<file path="src/usb_ep0_regs.svh">
// Register indices, field positions, codes and limits of the EP0 responder
`ifndef USB_EP0_REGS_SVH
`define USB_EP0_REGS_SVH

// ----------------------------------------------------------------------
// Register indices (byte address is four times the index)
// ----------------------------------------------------------------------
`define EP0_CNT_IDX    8'h11
`define EP0_MODE_IDX   8'h12
`define INT_STAT_IDX   8'h20
`define INT_EN_IDX     8'h21
`define INT_CLR_IDX    8'h22

// ----------------------------------------------------------------------
// Field positions
// ----------------------------------------------------------------------
`define MODE_SETUP_BIT 7
`define MODE_IN_BIT    6
`define MODE_OUT_BIT   5
`define MODE_ACK_BIT   4
`define CNT_TOG_BIT    7
`define CNT_VALID_BIT  6

// ----------------------------------------------------------------------
// Mode codes, limits and reset values
// ----------------------------------------------------------------------
`define MODE_ACK_IN    4'hf
`define MODE_NAK_IN    4'he
`define MODE_STAT_OUT  4'h2
`define MODE_STALL_ALL 4'h3
`define STATUS_LEN     7'h02
`define MAX_OUT_LEN    7'h0a
`define MODE_RST       8'h00
`define CNT_RST        8'h00

`endif

</file>
<file path="src/usb_ep0_pkg.sv">
// Types shared by the EP0 status-stage responder
package usb_ep0_pkg;

  // Handshake chosen for one token
  typedef enum logic [1:0] {
    HS_NONE  = 2'h0,
    HS_ACK   = 2'h1,
    HS_NAK   = 2'h2,
    HS_STALL = 2'h3
  } handshake_e;

  // Token as delivered by the serial interface engine
  typedef struct packed {
    logic       is_in;
    logic       toggle;
    logic       crc_ok;
    logic [6:0] count;
  } token_s;

  // Responder sequencing
  typedef enum logic [1:0] {
    ST_IDLE   = 2'b01,
    ST_ANSWER = 2'b10
  } state_e;

endpackage : usb_ep0_pkg

</file>
<file path="src/usb_ep0_status_stage_responder.sv">
// EP0 status-stage responder with Wishbone registers and interrupt
//
// Register access over Wishbone and the register addresses were left to the implementer.
`timescale 1ns/10ps
`include "usb_ep0_regs.svh"

module usb_ep0_status_stage_responder
  import usb_ep0_pkg::*;
(
  // Clock, reset, enable
  input  wire logic        clk_i,
  input  wire logic        rst_i,
  input  wire logic        ce_i,
  // Wishbone classic slave
  input  wire logic        cyc_i,
  input  wire logic        stb_i,
  input  wire logic        we_i,
  input  wire logic [9:0]  adr_i,
  input  wire logic [3:0]  sel_i,
  input  wire logic [31:0] dat_i,
  output logic      [31:0] dat_o,
  output logic             ack_o,
  // Token from the serial engine
  input  wire logic        tok_valid_i,
  input  wire token_s      tok_i,
  output logic             tok_ready_o,
  // Handshake answer
  output logic             resp_valid_o,
  output handshake_e       resp_o,
  // Interrupt
  output logic             irq_o
);

  // --------------------------------------------------------------------
  // State
  // --------------------------------------------------------------------
  state_e     state_reg;
  state_e     state_next;
  logic [7:0] mode_reg;
  logic [7:0] mode_next;
  logic [7:0] cnt_reg;
  logic [7:0] cnt_next;
  logic       int_stat_reg;
  logic       int_stat_next;
  logic       int_en_reg;
  handshake_e resp_reg;
  logic       ack_reg;
  logic [31:0] rdata_reg;

  // Index decode shared by reads and writes
  function automatic logic is_idx(input logic [9:0] adr,
                                  input logic [7:0] idx);
    is_idx = (adr[9:2] == idx) && (adr[1:0] == 2'b00);
  endfunction : is_idx

  // --------------------------------------------------------------------
  // Bus decode
  // --------------------------------------------------------------------
  // Writes land on the edge where ack is high, as the master expects
  // Only the low byte is stored; a write with sel_i[0] low is dropped
  wire       wb_req   = cyc_i && stb_i;
  wire       wb_wr    = wb_req && we_i && ack_reg && sel_i[0];
  wire       sel_mode = is_idx(adr_i, `EP0_MODE_IDX);
  wire       sel_cnt  = is_idx(adr_i, `EP0_CNT_IDX);
  wire       sel_stat = is_idx(adr_i, `INT_STAT_IDX);
  wire       sel_en   = is_idx(adr_i, `INT_EN_IDX);
  wire       sel_clr  = is_idx(adr_i, `INT_CLR_IDX);
  wire       wr_mode  = wb_wr && sel_mode;
  wire       wr_en    = wb_wr && sel_en;
  wire       wr_clr   = wb_wr && sel_clr && dat_i[0];

  // Read mux; unmapped and write-only registers read as zero
  wire [31:0] rd_mux =
    sel_mode ? {24'h000000, mode_reg} :
    sel_cnt  ? {24'h000000, cnt_reg} :
    sel_stat ? {31'h00000000, int_stat_reg} :
    sel_en   ? {31'h00000000, int_en_reg} : 32'h00000000;

  // --------------------------------------------------------------------
  // Token classification
  // --------------------------------------------------------------------
  wire [3:0] mode_code = mode_reg[3:0];
  // One token in flight: the answer cycle blocks the next take
  wire tok_take  = tok_valid_i && (state_reg == ST_IDLE);
  wire st_mode   = (mode_code == `MODE_ACK_IN) ||
                   (mode_code == `MODE_NAK_IN) ||
                   (mode_code == `MODE_STAT_OUT);
  // Too long or corrupted data never reaches the registers
  wire out_bad   = (tok_i.count > `MAX_OUT_LEN) || !tok_i.crc_ok;
  wire out_two   = (tok_i.count == `STATUS_LEN);

  // Decision outputs
  handshake_e hs_dec;
  logic       set_in;
  logic       set_out;
  logic       set_ack;
  logic       upd_cnt;
  logic       chg_mode;
  logic [3:0] new_mode;
  logic       evt;

  // Decision table for the status-stage modes
  always_comb begin
    hs_dec   = HS_NONE;
    set_in   = 1'b0;
    set_out  = 1'b0;
    set_ack  = 1'b0;
    upd_cnt  = 1'b0;
    chg_mode = 1'b0;
    new_mode = mode_code;
    evt      = 1'b0;
    if (tok_take && st_mode) begin
      if (tok_i.is_in) begin
        set_in = 1'b1;
        evt    = 1'b1;
        unique case (mode_code)
          `MODE_ACK_IN: begin
            hs_dec   = HS_ACK;
            set_ack  = 1'b1;
            chg_mode = 1'b1;
            new_mode = `MODE_NAK_IN;
          end
          `MODE_NAK_IN: begin
            hs_dec = HS_NAK;
          end
          `MODE_STAT_OUT: begin
            hs_dec   = HS_STALL;
            chg_mode = 1'b1;
            new_mode = `MODE_STALL_ALL;
          end
        endcase
      // OUT tokens: only clean packets of ten bytes or less count
      end else if (!out_bad) begin
        set_out = 1'b1;
        upd_cnt = 1'b1;
        evt     = 1'b1;
        if (out_two && tok_i.toggle) begin
          hs_dec  = HS_ACK;
          set_ack = 1'b1;
        end else begin
          hs_dec   = HS_STALL;
          chg_mode = 1'b1;
          new_mode = `MODE_STALL_ALL;
        end
      end
      // Otherwise a long or corrupt OUT is dropped
    end
  end

  // --------------------------------------------------------------------
  // Next-state values
  // --------------------------------------------------------------------
  // Hardware flag sets and mode changes win over a software write
  wire [7:0] mode_sw  = wr_mode ? dat_i[7:0] : mode_reg;
  wire [7:0] flag_set = {1'b0, set_in, set_out, set_ack, 4'h0};
  assign mode_next = {mode_sw[7:4] | flag_set[7:4],
                      chg_mode ? new_mode : mode_sw[3:0]};
  // Byte count sits in the low nibble; long packets never get here
  assign cnt_next  = upd_cnt ?
                     {tok_i.toggle, 1'b1, 2'b00, tok_i.count[3:0]} :
                     cnt_reg;
  // Event set wins over a clear in the same cycle
  // so that no endpoint event is ever lost to a late clear
  assign int_stat_next = (int_stat_reg && !wr_clr) || evt;
  // Answer cycle always returns to idle; nothing waits there
  assign state_next    = tok_take ? ST_ANSWER : ST_IDLE;

  // --------------------------------------------------------------------
  // Registers
  // --------------------------------------------------------------------
  // Endpoint state
  always_ff @(posedge clk_i) begin
    if (rst_i) begin
      state_reg <= ST_IDLE;
      mode_reg  <= `MODE_RST;
      cnt_reg   <= `CNT_RST;
      resp_reg  <= HS_NONE;
    end else if (ce_i) begin
      state_reg <= state_next;
      mode_reg  <= mode_next;
      cnt_reg   <= cnt_next;
      resp_reg  <= tok_take ? hs_dec : resp_reg;
    end
  end

  // Interrupt state
  always_ff @(posedge clk_i) begin
    if (rst_i) begin
      int_stat_reg <= 1'b0;
      int_en_reg   <= 1'b0;
    end else if (ce_i) begin
      int_stat_reg <= int_stat_next;
      int_en_reg   <= wr_en ? dat_i[0] : int_en_reg;
    end
  end

  // Bus answer: one wait cycle, ack dropped after one cycle
  // Enable low before ack stretches a bus cycle; a write whose ack edge falls while enable is low is lost
  always_ff @(posedge clk_i) begin
    if (rst_i) begin
      ack_reg   <= 1'b0;
      rdata_reg <= 32'h00000000;
    end else if (ce_i) begin
      ack_reg   <= wb_req && !ack_reg;
      rdata_reg <= (wb_req && !ack_reg) ? rd_mux : rdata_reg;
    end
  end

  // --------------------------------------------------------------------
  // Outputs
  // --------------------------------------------------------------------
  // Ready and answer-valid decode state; handshake code and data outputs come from flops
  // Irq is a level: high while an enabled status bit stands
  assign ack_o        = ack_reg;
  assign dat_o        = rdata_reg;
  assign tok_ready_o  = (state_reg == ST_IDLE);
  assign resp_valid_o = (state_reg == ST_ANSWER);
  assign resp_o       = resp_reg;
  assign irq_o        = int_stat_reg && int_en_reg;

  // --------------------------------------------------------------------
  // Assertions
  // --------------------------------------------------------------------
  // Token taken with no competing software write of the mode register
  wire hw_take = ce_i && tok_take && !wr_mode;

  in_ack_a: assert property (@(posedge clk_i) disable iff (rst_i)
    hw_take && tok_i.is_in && mode_code == `MODE_ACK_IN |=>
      resp_valid_o && resp_o == HS_ACK && mode_reg[`MODE_IN_BIT] &&
      mode_reg[`MODE_ACK_BIT] && int_stat_reg &&
      mode_reg[3:0] == `MODE_NAK_IN)
    else $error("IN in ACK-IN mode not acknowledged");

  out_ack_a: assert property (@(posedge clk_i) disable iff (rst_i)
    hw_take && !tok_i.is_in && st_mode && !out_bad && out_two &&
      tok_i.toggle |=>
      resp_o == HS_ACK && cnt_reg[`CNT_TOG_BIT] &&
      mode_reg[`MODE_OUT_BIT] && mode_reg[`MODE_ACK_BIT] &&
      mode_reg[3:0] == $past(mode_reg[3:0]))
    else $error("Good status OUT not acknowledged");

  tog_stall_a: assert property (@(posedge clk_i) disable iff (rst_i)
    hw_take && !tok_i.is_in && st_mode && !out_bad && out_two &&
      !tok_i.toggle |=>
      resp_o == HS_STALL && !cnt_reg[`CNT_TOG_BIT] &&
      mode_reg[3:0] == `MODE_STALL_ALL && int_stat_reg)
    else $error("Toggle-zero status OUT not stalled");

  len_stall_a: assert property (@(posedge clk_i) disable iff (rst_i)
    hw_take && !tok_i.is_in && st_mode && !out_bad && !out_two |=>
      resp_o == HS_STALL && mode_reg[3:0] == `MODE_STALL_ALL &&
      !mode_reg[`MODE_ACK_BIT] == !$past(mode_reg[`MODE_ACK_BIT]))
    else $error("Wrong-length status OUT not stalled");

  bad_drop_a: assert property (@(posedge clk_i) disable iff (rst_i)
    hw_take && !tok_i.is_in && out_bad && !wb_wr |=>
      resp_o == HS_NONE && cnt_reg == $past(cnt_reg) &&
      mode_reg == $past(mode_reg) &&
      int_stat_reg == $past(int_stat_reg))
    else $error("Bad OUT changed state or was answered");

  in_nak_a: assert property (@(posedge clk_i) disable iff (rst_i)
    hw_take && tok_i.is_in && mode_code == `MODE_NAK_IN |=>
      resp_o == HS_NAK && mode_reg[`MODE_IN_BIT] &&
      mode_reg[3:0] == `MODE_NAK_IN &&
      mode_reg[`MODE_ACK_BIT] == $past(mode_reg[`MODE_ACK_BIT]))
    else $error("IN in NAK-IN mode not refused");

  in_stall_a: assert property (@(posedge clk_i) disable iff (rst_i)
    hw_take && tok_i.is_in && mode_code == `MODE_STAT_OUT |=>
      resp_o == HS_STALL && mode_reg[`MODE_IN_BIT] &&
      mode_reg[3:0] == `MODE_STALL_ALL)
    else $error("IN in status-OUT mode not stalled");

  mode_read_a: assert property (@(posedge clk_i) disable iff (rst_i)
    $rose(ack_o) && !we_i && sel_mode |->
      dat_o == {24'h000000, $past(mode_reg)})
    else $error("Mode register read mismatch");

  cnt_field_a: assert property (@(posedge clk_i) disable iff (rst_i)
    hw_take && !tok_i.is_in && st_mode && !out_bad |=>
      cnt_reg[3:0] == $past(tok_i.count[3:0]) &&
      cnt_reg[`CNT_VALID_BIT] && cnt_reg[5:4] == 2'b00)
    else $error("Counter register fields wrong");

  answer_len_a: assert property (@(posedge clk_i) disable iff (rst_i)
    ce_i && tok_take |=> resp_valid_o && !tok_ready_o)
    else $error("Token answer not presented");

  // One answer per token: the answer pulse lasts a single cycle
  answer_once_a: assert property (@(posedge clk_i) disable iff (rst_i)
    ce_i && resp_valid_o |=> !resp_valid_o && tok_ready_o)
    else $error("Token answer stood for more than one cycle");

  // Bus answer is a one-cycle pulse while the clock runs
  ack_pulse_a: assert property (@(posedge clk_i) disable iff (rst_i)
    ce_i && ack_o |=> !ack_o)
    else $error("Bus ack held for more than one cycle");

  // Enable low must freeze mode, counter, state and status registers, bus ack included
  freeze_hold_a: assert property (@(posedge clk_i) disable iff (rst_i)
    !ce_i |=> $stable(mode_reg) && $stable(cnt_reg) &&
      $stable(state_reg) && $stable(ack_o) && $stable(int_stat_reg))
    else $error("State moved while the clock enable was low");

  // A counted token sets status even against a clear in that cycle
  int_set_a: assert property (@(posedge clk_i) disable iff (rst_i)
    ce_i && tok_take && st_mode && (tok_i.is_in || !out_bad) |=>
      int_stat_reg)
    else $error("Token event did not set the interrupt status");

  // Tokens outside the status-stage modes get no handshake
  other_none_a: assert property (@(posedge clk_i) disable iff (rst_i)
    hw_take && !st_mode |=>
      resp_o == HS_NONE && mode_reg == $past(mode_reg) &&
      cnt_reg == $past(cnt_reg))
    else $error("Token outside status modes was answered");

  // Counter register reads back what the last token left
  cnt_read_a: assert property (@(posedge clk_i) disable iff (rst_i)
    $rose(ack_o) && !we_i && sel_cnt |->
      dat_o == {24'h000000, $past(cnt_reg)})
    else $error("Counter register read mismatch");

  // Main scenarios worth seeing at least once

  cov_ack_in_c:  cover property (@(posedge clk_i) disable iff (rst_i)
    hw_take && tok_i.is_in && mode_code == `MODE_ACK_IN);
  cov_out_ack_c: cover property (@(posedge clk_i) disable iff (rst_i)
    hw_take && !tok_i.is_in && !out_bad && out_two && tok_i.toggle);
  cov_stall_c:   cover property (@(posedge clk_i) disable iff (rst_i)
    hw_take && chg_mode && new_mode == `MODE_STALL_ALL);
  cov_irq_c:     cover property (@(posedge clk_i) disable iff (rst_i)
    irq_o ##1 !irq_o);
  cov_freeze_c:  cover property (@(posedge clk_i) disable iff (rst_i)
    !ce_i && tok_valid_i);

endmodule : usb_ep0_status_stage_responder

</file>
<file path="config.mk">
export PLATFORM = sky130hd
export DESIGN_NAME = usb_ep0_status_stage_responder
export DESIGN_NICKNAME = d
export VERILOG_FILES = /design/src/usb_ep0_pkg.sv /design/src/usb_ep0_status_stage_responder.sv
export VERILOG_INCLUDE_DIRS = /design/src
export SDC_FILE = /design/constraint.sdc
export NUM_CORES = 1
export LEC_CHECK = 0
export BUFFER_PORTS_ARGS = -buffer_cell sky130_fd_sc_hd__buf_2
export CAP_MARGIN = 20
export CORE_MARGIN = 3
export CORE_UTILIZATION = 39
export DETAILED_ROUTE_END_ITERATION = 10
export GPL_ROUTABILITY_DRIVEN = 1
export GPL_TIMING_DRIVEN = 0
export PLACE_DENSITY = 0.76
export SETUP_SLACK_MARGIN = 0.3
export SYNTH_ARGS = -nofsm -noshare
export SYNTH_HDL_FRONTEND = slang
export SYNTH_SLANG_ARGS = --single-unit
</file>
<file path="constraint.sdc">
create_clock -name clk_i -period 1.76 [get_ports clk_i]
set_input_delay 0 -clock clk_i [delete_from_list [all_inputs] [get_ports clk_i]]
set_output_delay 0 -clock clk_i [all_outputs]
set_load 0.01 [all_outputs]
</file>
Word level (Yosys, flattened, before mapping)
Index checks and enable logic that the tools add are counted.
Widths: inputs -> output; s select.
{"block": "classes", "magnitude_cmp": 1, "n_eq_ne": 15, "mux": 34, "bitwise_logic": 1, "reduce_logical": 34}
{"operator": "$eq 8x6->1 const B", "n": 3}
{"operator": "$mux 8", "n": 3}
{"operator": "$mux 4", "n": 5}
{"operator": "$logic_and 1x1->1", "n": 19}
{"operator": "$mux 1", "n": 19}
{"operator": "$eq 8x5->1 const B", "n": 2}
{"operator": "$mux 2", "n": 5}
{"operator": "$eq 4x4->1 const B", "n": 2}
{"operator": "$pmux 4 s2", "n": 1}
{"operator": "$reduce_and 2->1", "n": 4}
{"operator": "$eq 7x2->1 const B", "n": 1}
{"operator": "$gt 7x4->1 const B", "n": 1}
{"operator": "$ne 3x3->1 const B", "n": 2}
{"operator": "$pmux 2 s3", "n": 1}
{"operator": "$reduce_and 6->1", "n": 1}
{"operator": "$eq 4x2->1 const B", "n": 1}
{"operator": "$logic_or 1x1->1", "n": 4}
{"operator": "$ne 4x2->1 const B", "n": 1}
{"operator": "$or 4x3->4", "n": 1}
{"operator": "$logic_not 1->1", "n": 3}
{"operator": "$eq 2x1->1 const B", "n": 1}
{"operator": "$eq 2x2->1 const B", "n": 1}
{"operator": "$logic_not 2->1", "n": 1}
{"operator": "$ne 2x1->1 const B", "n": 1}
{"operator": "other kinds (2)", "n": 2}
{"block": "word_totals", "regBits": 53, "inputBits": 63, "output_inout_bits": 38, "wordCells": 94}

Longest topological paths before layout
{"block": "depth", "word_depth": 9, "depth_mapped": 6, "depth_no_buf": 5}

Worst setup path after synthesis
Ideal clock, no wire load.
{"block": "synth_path", "kind": "reg2reg", "from": "register state_reg[1]", "to": "register mode_reg[4]", "setup_ns": 0.074, "arrival_ns": 1.575, "required_ns": 1.686, "slack_ns": 0.110, "stages_incl_launch_ff": 7, "path_buffers": 1, "period_less_slack_ns": 1.650, "path_cell_list": "dfxtp_1 and3b_1 nand2_1 or4_4 buf_6 nand2b_1 a31oi_1"}
{"block": "synth_via", "elab_chain_len": 5}
{"item": "start, declared", "line": "usb_ep0_status_stage_responder.sv:37", "source": "state_e state_reg;"}
{"item": "start signal, assigned", "line": "usb_ep0_status_stage_responder.sv:179", "source": "state_reg <= state_next;"}
{"item": "$eq 2x1->1", "line": "usb_ep0_status_stage_responder.sv:84", "source": "wire tok_take = tok_valid_i && (state_reg == ST_IDLE);"}
{"item": "$logic_and 1x1->1", "line": "usb_ep0_status_stage_responder.sv:84"}
{"item": "$logic_and 1x1->1", "line": "usb_ep0_status_stage_responder.sv:112", "source": "if (tok_take && st_mode) begin"}
{"item": "$mux 1", "line": "usb_ep0_status_stage_responder.sv:112"}
{"item": "$or 4x3->4", "line": "usb_ep0_status_stage_responder.sv:156", "source": "assign mode_next = {mode_sw[7:4] | flag_set[7:4],"}
{"item": "end signal, assigned", "line": "usb_ep0_status_stage_responder.sv:175", "source": "mode_reg <= `MODE_RST;"}
{"item": "end signal, assigned", "line": "usb_ep0_status_stage_responder.sv:180", "source": "mode_reg <= mode_next;"}
{"item": "end, declared", "line": "usb_ep0_status_stage_responder.sv:39", "source": "logic [7:0] mode_reg;"}
No other way between the ends.
A chain may end at the register's enable or synchronous reset.

Worst setup path in the final report
Same ends and word-level chain as after synthesis.

==> impl_metrics.tcl <==
set metrics [dict create \
    wl_per_cell_um 11.68 \
    switching_share_pct 26.20 \
    grt-busiest-layer "met2" \
    grt_max_degree 11 \
    comb_power_share_pct 15.1 \
    worstPathMaxFanout 8 \
    crit_type "register to register" \
    drtIter0Drc 64 \
    gp_congestion 0.8104 \
    r2r_slack_ns 0.1 \
    power_frac_seq_pct 47.0 \
    p_leak_nw 1.077 \
    whs_path_depth 3 \
    grt_overflow_total 0 \
    drcViolationCount 0 \
    syn2layout_area_growth_pct 40.69 \
    setup_viol 0 \
    viasPerCell 4.775 \
    maxSlewHeadroom_pct 63.49 \
    grt_pass1_wl_um 6486 \
    total_power_mw 1.413 \
    crit_slowest_cell "or4_4" \
    hold_path.class "input port to register" \
    synth_area_um2 1660 \
    post-route-util_pct 57.57 \
    cp_cell_sequence "and3b_2, nand2_4, or4_4, buf_8, nand2b_4, a31oi_1" \
    synthDistinctLibCells 51 \
    worstSetupStartpointType "register" \
    cts_root_buf "clkbuf_8" \
    holdWs_ns 0.004260 \
    antenna_found_initial 0 \
    fp.dieH_um 71.25 \
    cp-end-kind "register" \
    ys_seq_area_share_pct 34.97 \
    status "finished, final reports clean" \
    synth_area_per_cell_um2 8.260 \
    peakVddDrop_uv 438.0 \
    reg2reg_depth 6 \
    n_antenna_cell 0 \
    synth-seq-cells 29 \
    regArea_um2 589.3 \
    rows 23 \
    cts_buffers 5 \
    core-area_um2 4058 \
    n_fill_cell 388 \
    power_density_nw_per_um2 604.7 \
    grt_use_total_pct 16.09 \
    period_share_pct 94.38 \
    fmax_mhz 602.0 \
    wl_um 4053 \
    dp_hpwl_um 3062 \
    worst-endpoint-arrival_ns 1.88 \
    worst_hold_startpoint "tok_i[2]" \
    start_util_pct 40.92 \
    clk_latency_ns 0.28 \
    r2r-start "state_reg[1]" \
    synth-edff-count 0 \
    finalMaxSlewViolations 0 \
    yosysWarnings 0 \
    num_io_pins 101 \
    cts-htree-levels 2 \
    hold_end "cnt_reg[2]" \
    multiInputGateArea_um2 969.7 \
    drtPass1Iterations 4 \
    synth_common_cells "dfxtp_1 (29), buf_4 (26), nand2_1 (26)" \
    use_met2_pct 24.90 \
    grt_pass1_vias 1428 \
    die_width_um 71.25 \
    clk_pin_slew_worst_paths_ns 0.06 \
    tritoncts "built" \
    die_area_um2 5076 \
    synth-async-reset-ratio_pct 0 \
    vias 1657 \
    clock_skew_ns 0.004021 \
    cp_slowest_stage_delay_ns 0.51 \
    switchingPower_mw 0.3701 \
    worst_pin_slew_ns 0.5476 \
    drive_gt1_share_pct 40.40 \
    postSynthCellCount 201 \
    rsz0062_at_grt "true" \
    finalHoldViolations 0 \
    numPortBuffers 49 \
    period_needed_ns 1.661 \
    final_antenna_net_count 0 \
    synth_top_area_cell "dfxtp_1" \
    nets 359 \
    yosys-top-cells-area "dfxtp_1 (35%), buf_4 (12%), nand2_1 (5.9%), a21oi_1 (5.4%), mux2i_1 (4.2%)" \
    reg2reg_to "mode_reg[4]" \
    clockPowerShare_pct 37.9 \
    cts_buffer_depth 2 \
    grt.met1_usage_pct 20.88 \
    drv_cap 0 \
    synth-main-ff-cell "dfxtp_1" \
    yosysMostFrequentCell "dfxtp_1" \
    met3_usage_pct 4.769 \
    internal_power_mw 1.043 \
    cts.sinks 29 \
    crit_required_ns 1.97 \
    synth_top_area_share_pct 34.97 \
]
-- layout by cell type, fill, tap and decap left out, drive strengths merged, types with 6 or more instances in the layout --
cell type	instances
buf	87
conb	24
nor2	15
mux2i	7
dfxtp	29
nand3	7
dlygate4sd3	6
a21oi	18
clkbuf	8
nand2	27
-- how the worst max path moves through the flow --
| stage | start | endpoint | slack (ns) | cells after the start |
|---|---|---|---|---|
| after global routing | state_reg[1] | mode_reg[4] | 0.03 | 6 |
| after detailed placement | state_reg[1] | mode_reg[4] | -0.04 | 6 |
| after CTS | state_reg[1] | mode_reg[4] | 0.1 | 6 |
| after floorplan | mode_reg[0] | mode_reg[4] | 0.12 | 6 |
| after global placement | state_reg[1] | mode_reg[4] | -0.02 | 6 |
| final | state_reg[1] | mode_reg[4] | 0.1 | 6 |
-- per-layer routing --
| layer | share of wire [%] | wire (um) | vias to the layer above |
|---|---|---|---|
| met2 | 45 | 1833 | 76 |
| li1 | - | - | 852 |
| met5 | 0 | 0 | - |
| met3 | 9.1 | 367 | 10 |
| met1 | 44 | 1775 | 719 |
| met4 | 1.9 | 77 | 0 |
-- power by group through the flow --
stage	combinational [mW]	sequential, mW	clock, mW
floorplan	0.113	0.679	0
global route	0.236	0.664	0.570
global placement	0.178	0.679	0
finish	0.213	0.663	0.536
CTS	0.199	0.663	0.548
detailed placement	0.181	0.679	0
-- metrics by stage --
step	cells	TNS, ns	setup WS (ns)	instance area (um2)
final	347	0	0.09896	2336
after global routing	347	0	0.03290	2336
after CTS	343	0	0.09796	2270
after detailed placement	323	-0.04683	-0.04058	2057
after global placement	323	-0.01800	-0.01800	2057
after floorplan	224	0	0.1222	1749
-- cell type report --
| type | count | area share [%] |
|---|---|---|
| inverter | 4 | 0.6427 |
| multi-input combinational | 160 | 41.51 |
| sequential | 29 | 25.23 |
| buffer | 31 | 9.802 |
| tap | 50 | 2.678 |
| timing repair buffer | 65 | 16.44 |
| clock buffer | 5 | 2.946 |
| clock inverter | 3 | 0.7499 |
-- worst max-delay path, delay by kind of cell (launching register included) --
kind / cells / cell delay [ns]
buffers and inverters: 1 / 0.16
AOI/OAI and AO/OA: 1 / 0.15
DFF: 1 / 0.32
and+or+nand+nor: 4 / 0.96
-- cell families (layout without fill, tap and decap cells) --
logic type,Yosys count,in the layout,synth area share [%]
simple gates,82,82,27.66
compound gates,47,47,18.69
buf+inv,35,108,14.24
flops,29,29,34.97
mux,7,7,4.220
other cells,1,24,0.2259
-- what timing repair did --
item | CTS | global route
setup endpoints to repair | 8 | 15
pin swaps | 6 | 8
buffers inserted | 6 | 4
hold buffers | 6 | 0
gates resized for setup | 7 | 11
hold endpoints to repair | 6 | 0
cloned | 0 | 0
Power figures use the tool's default switching activity.
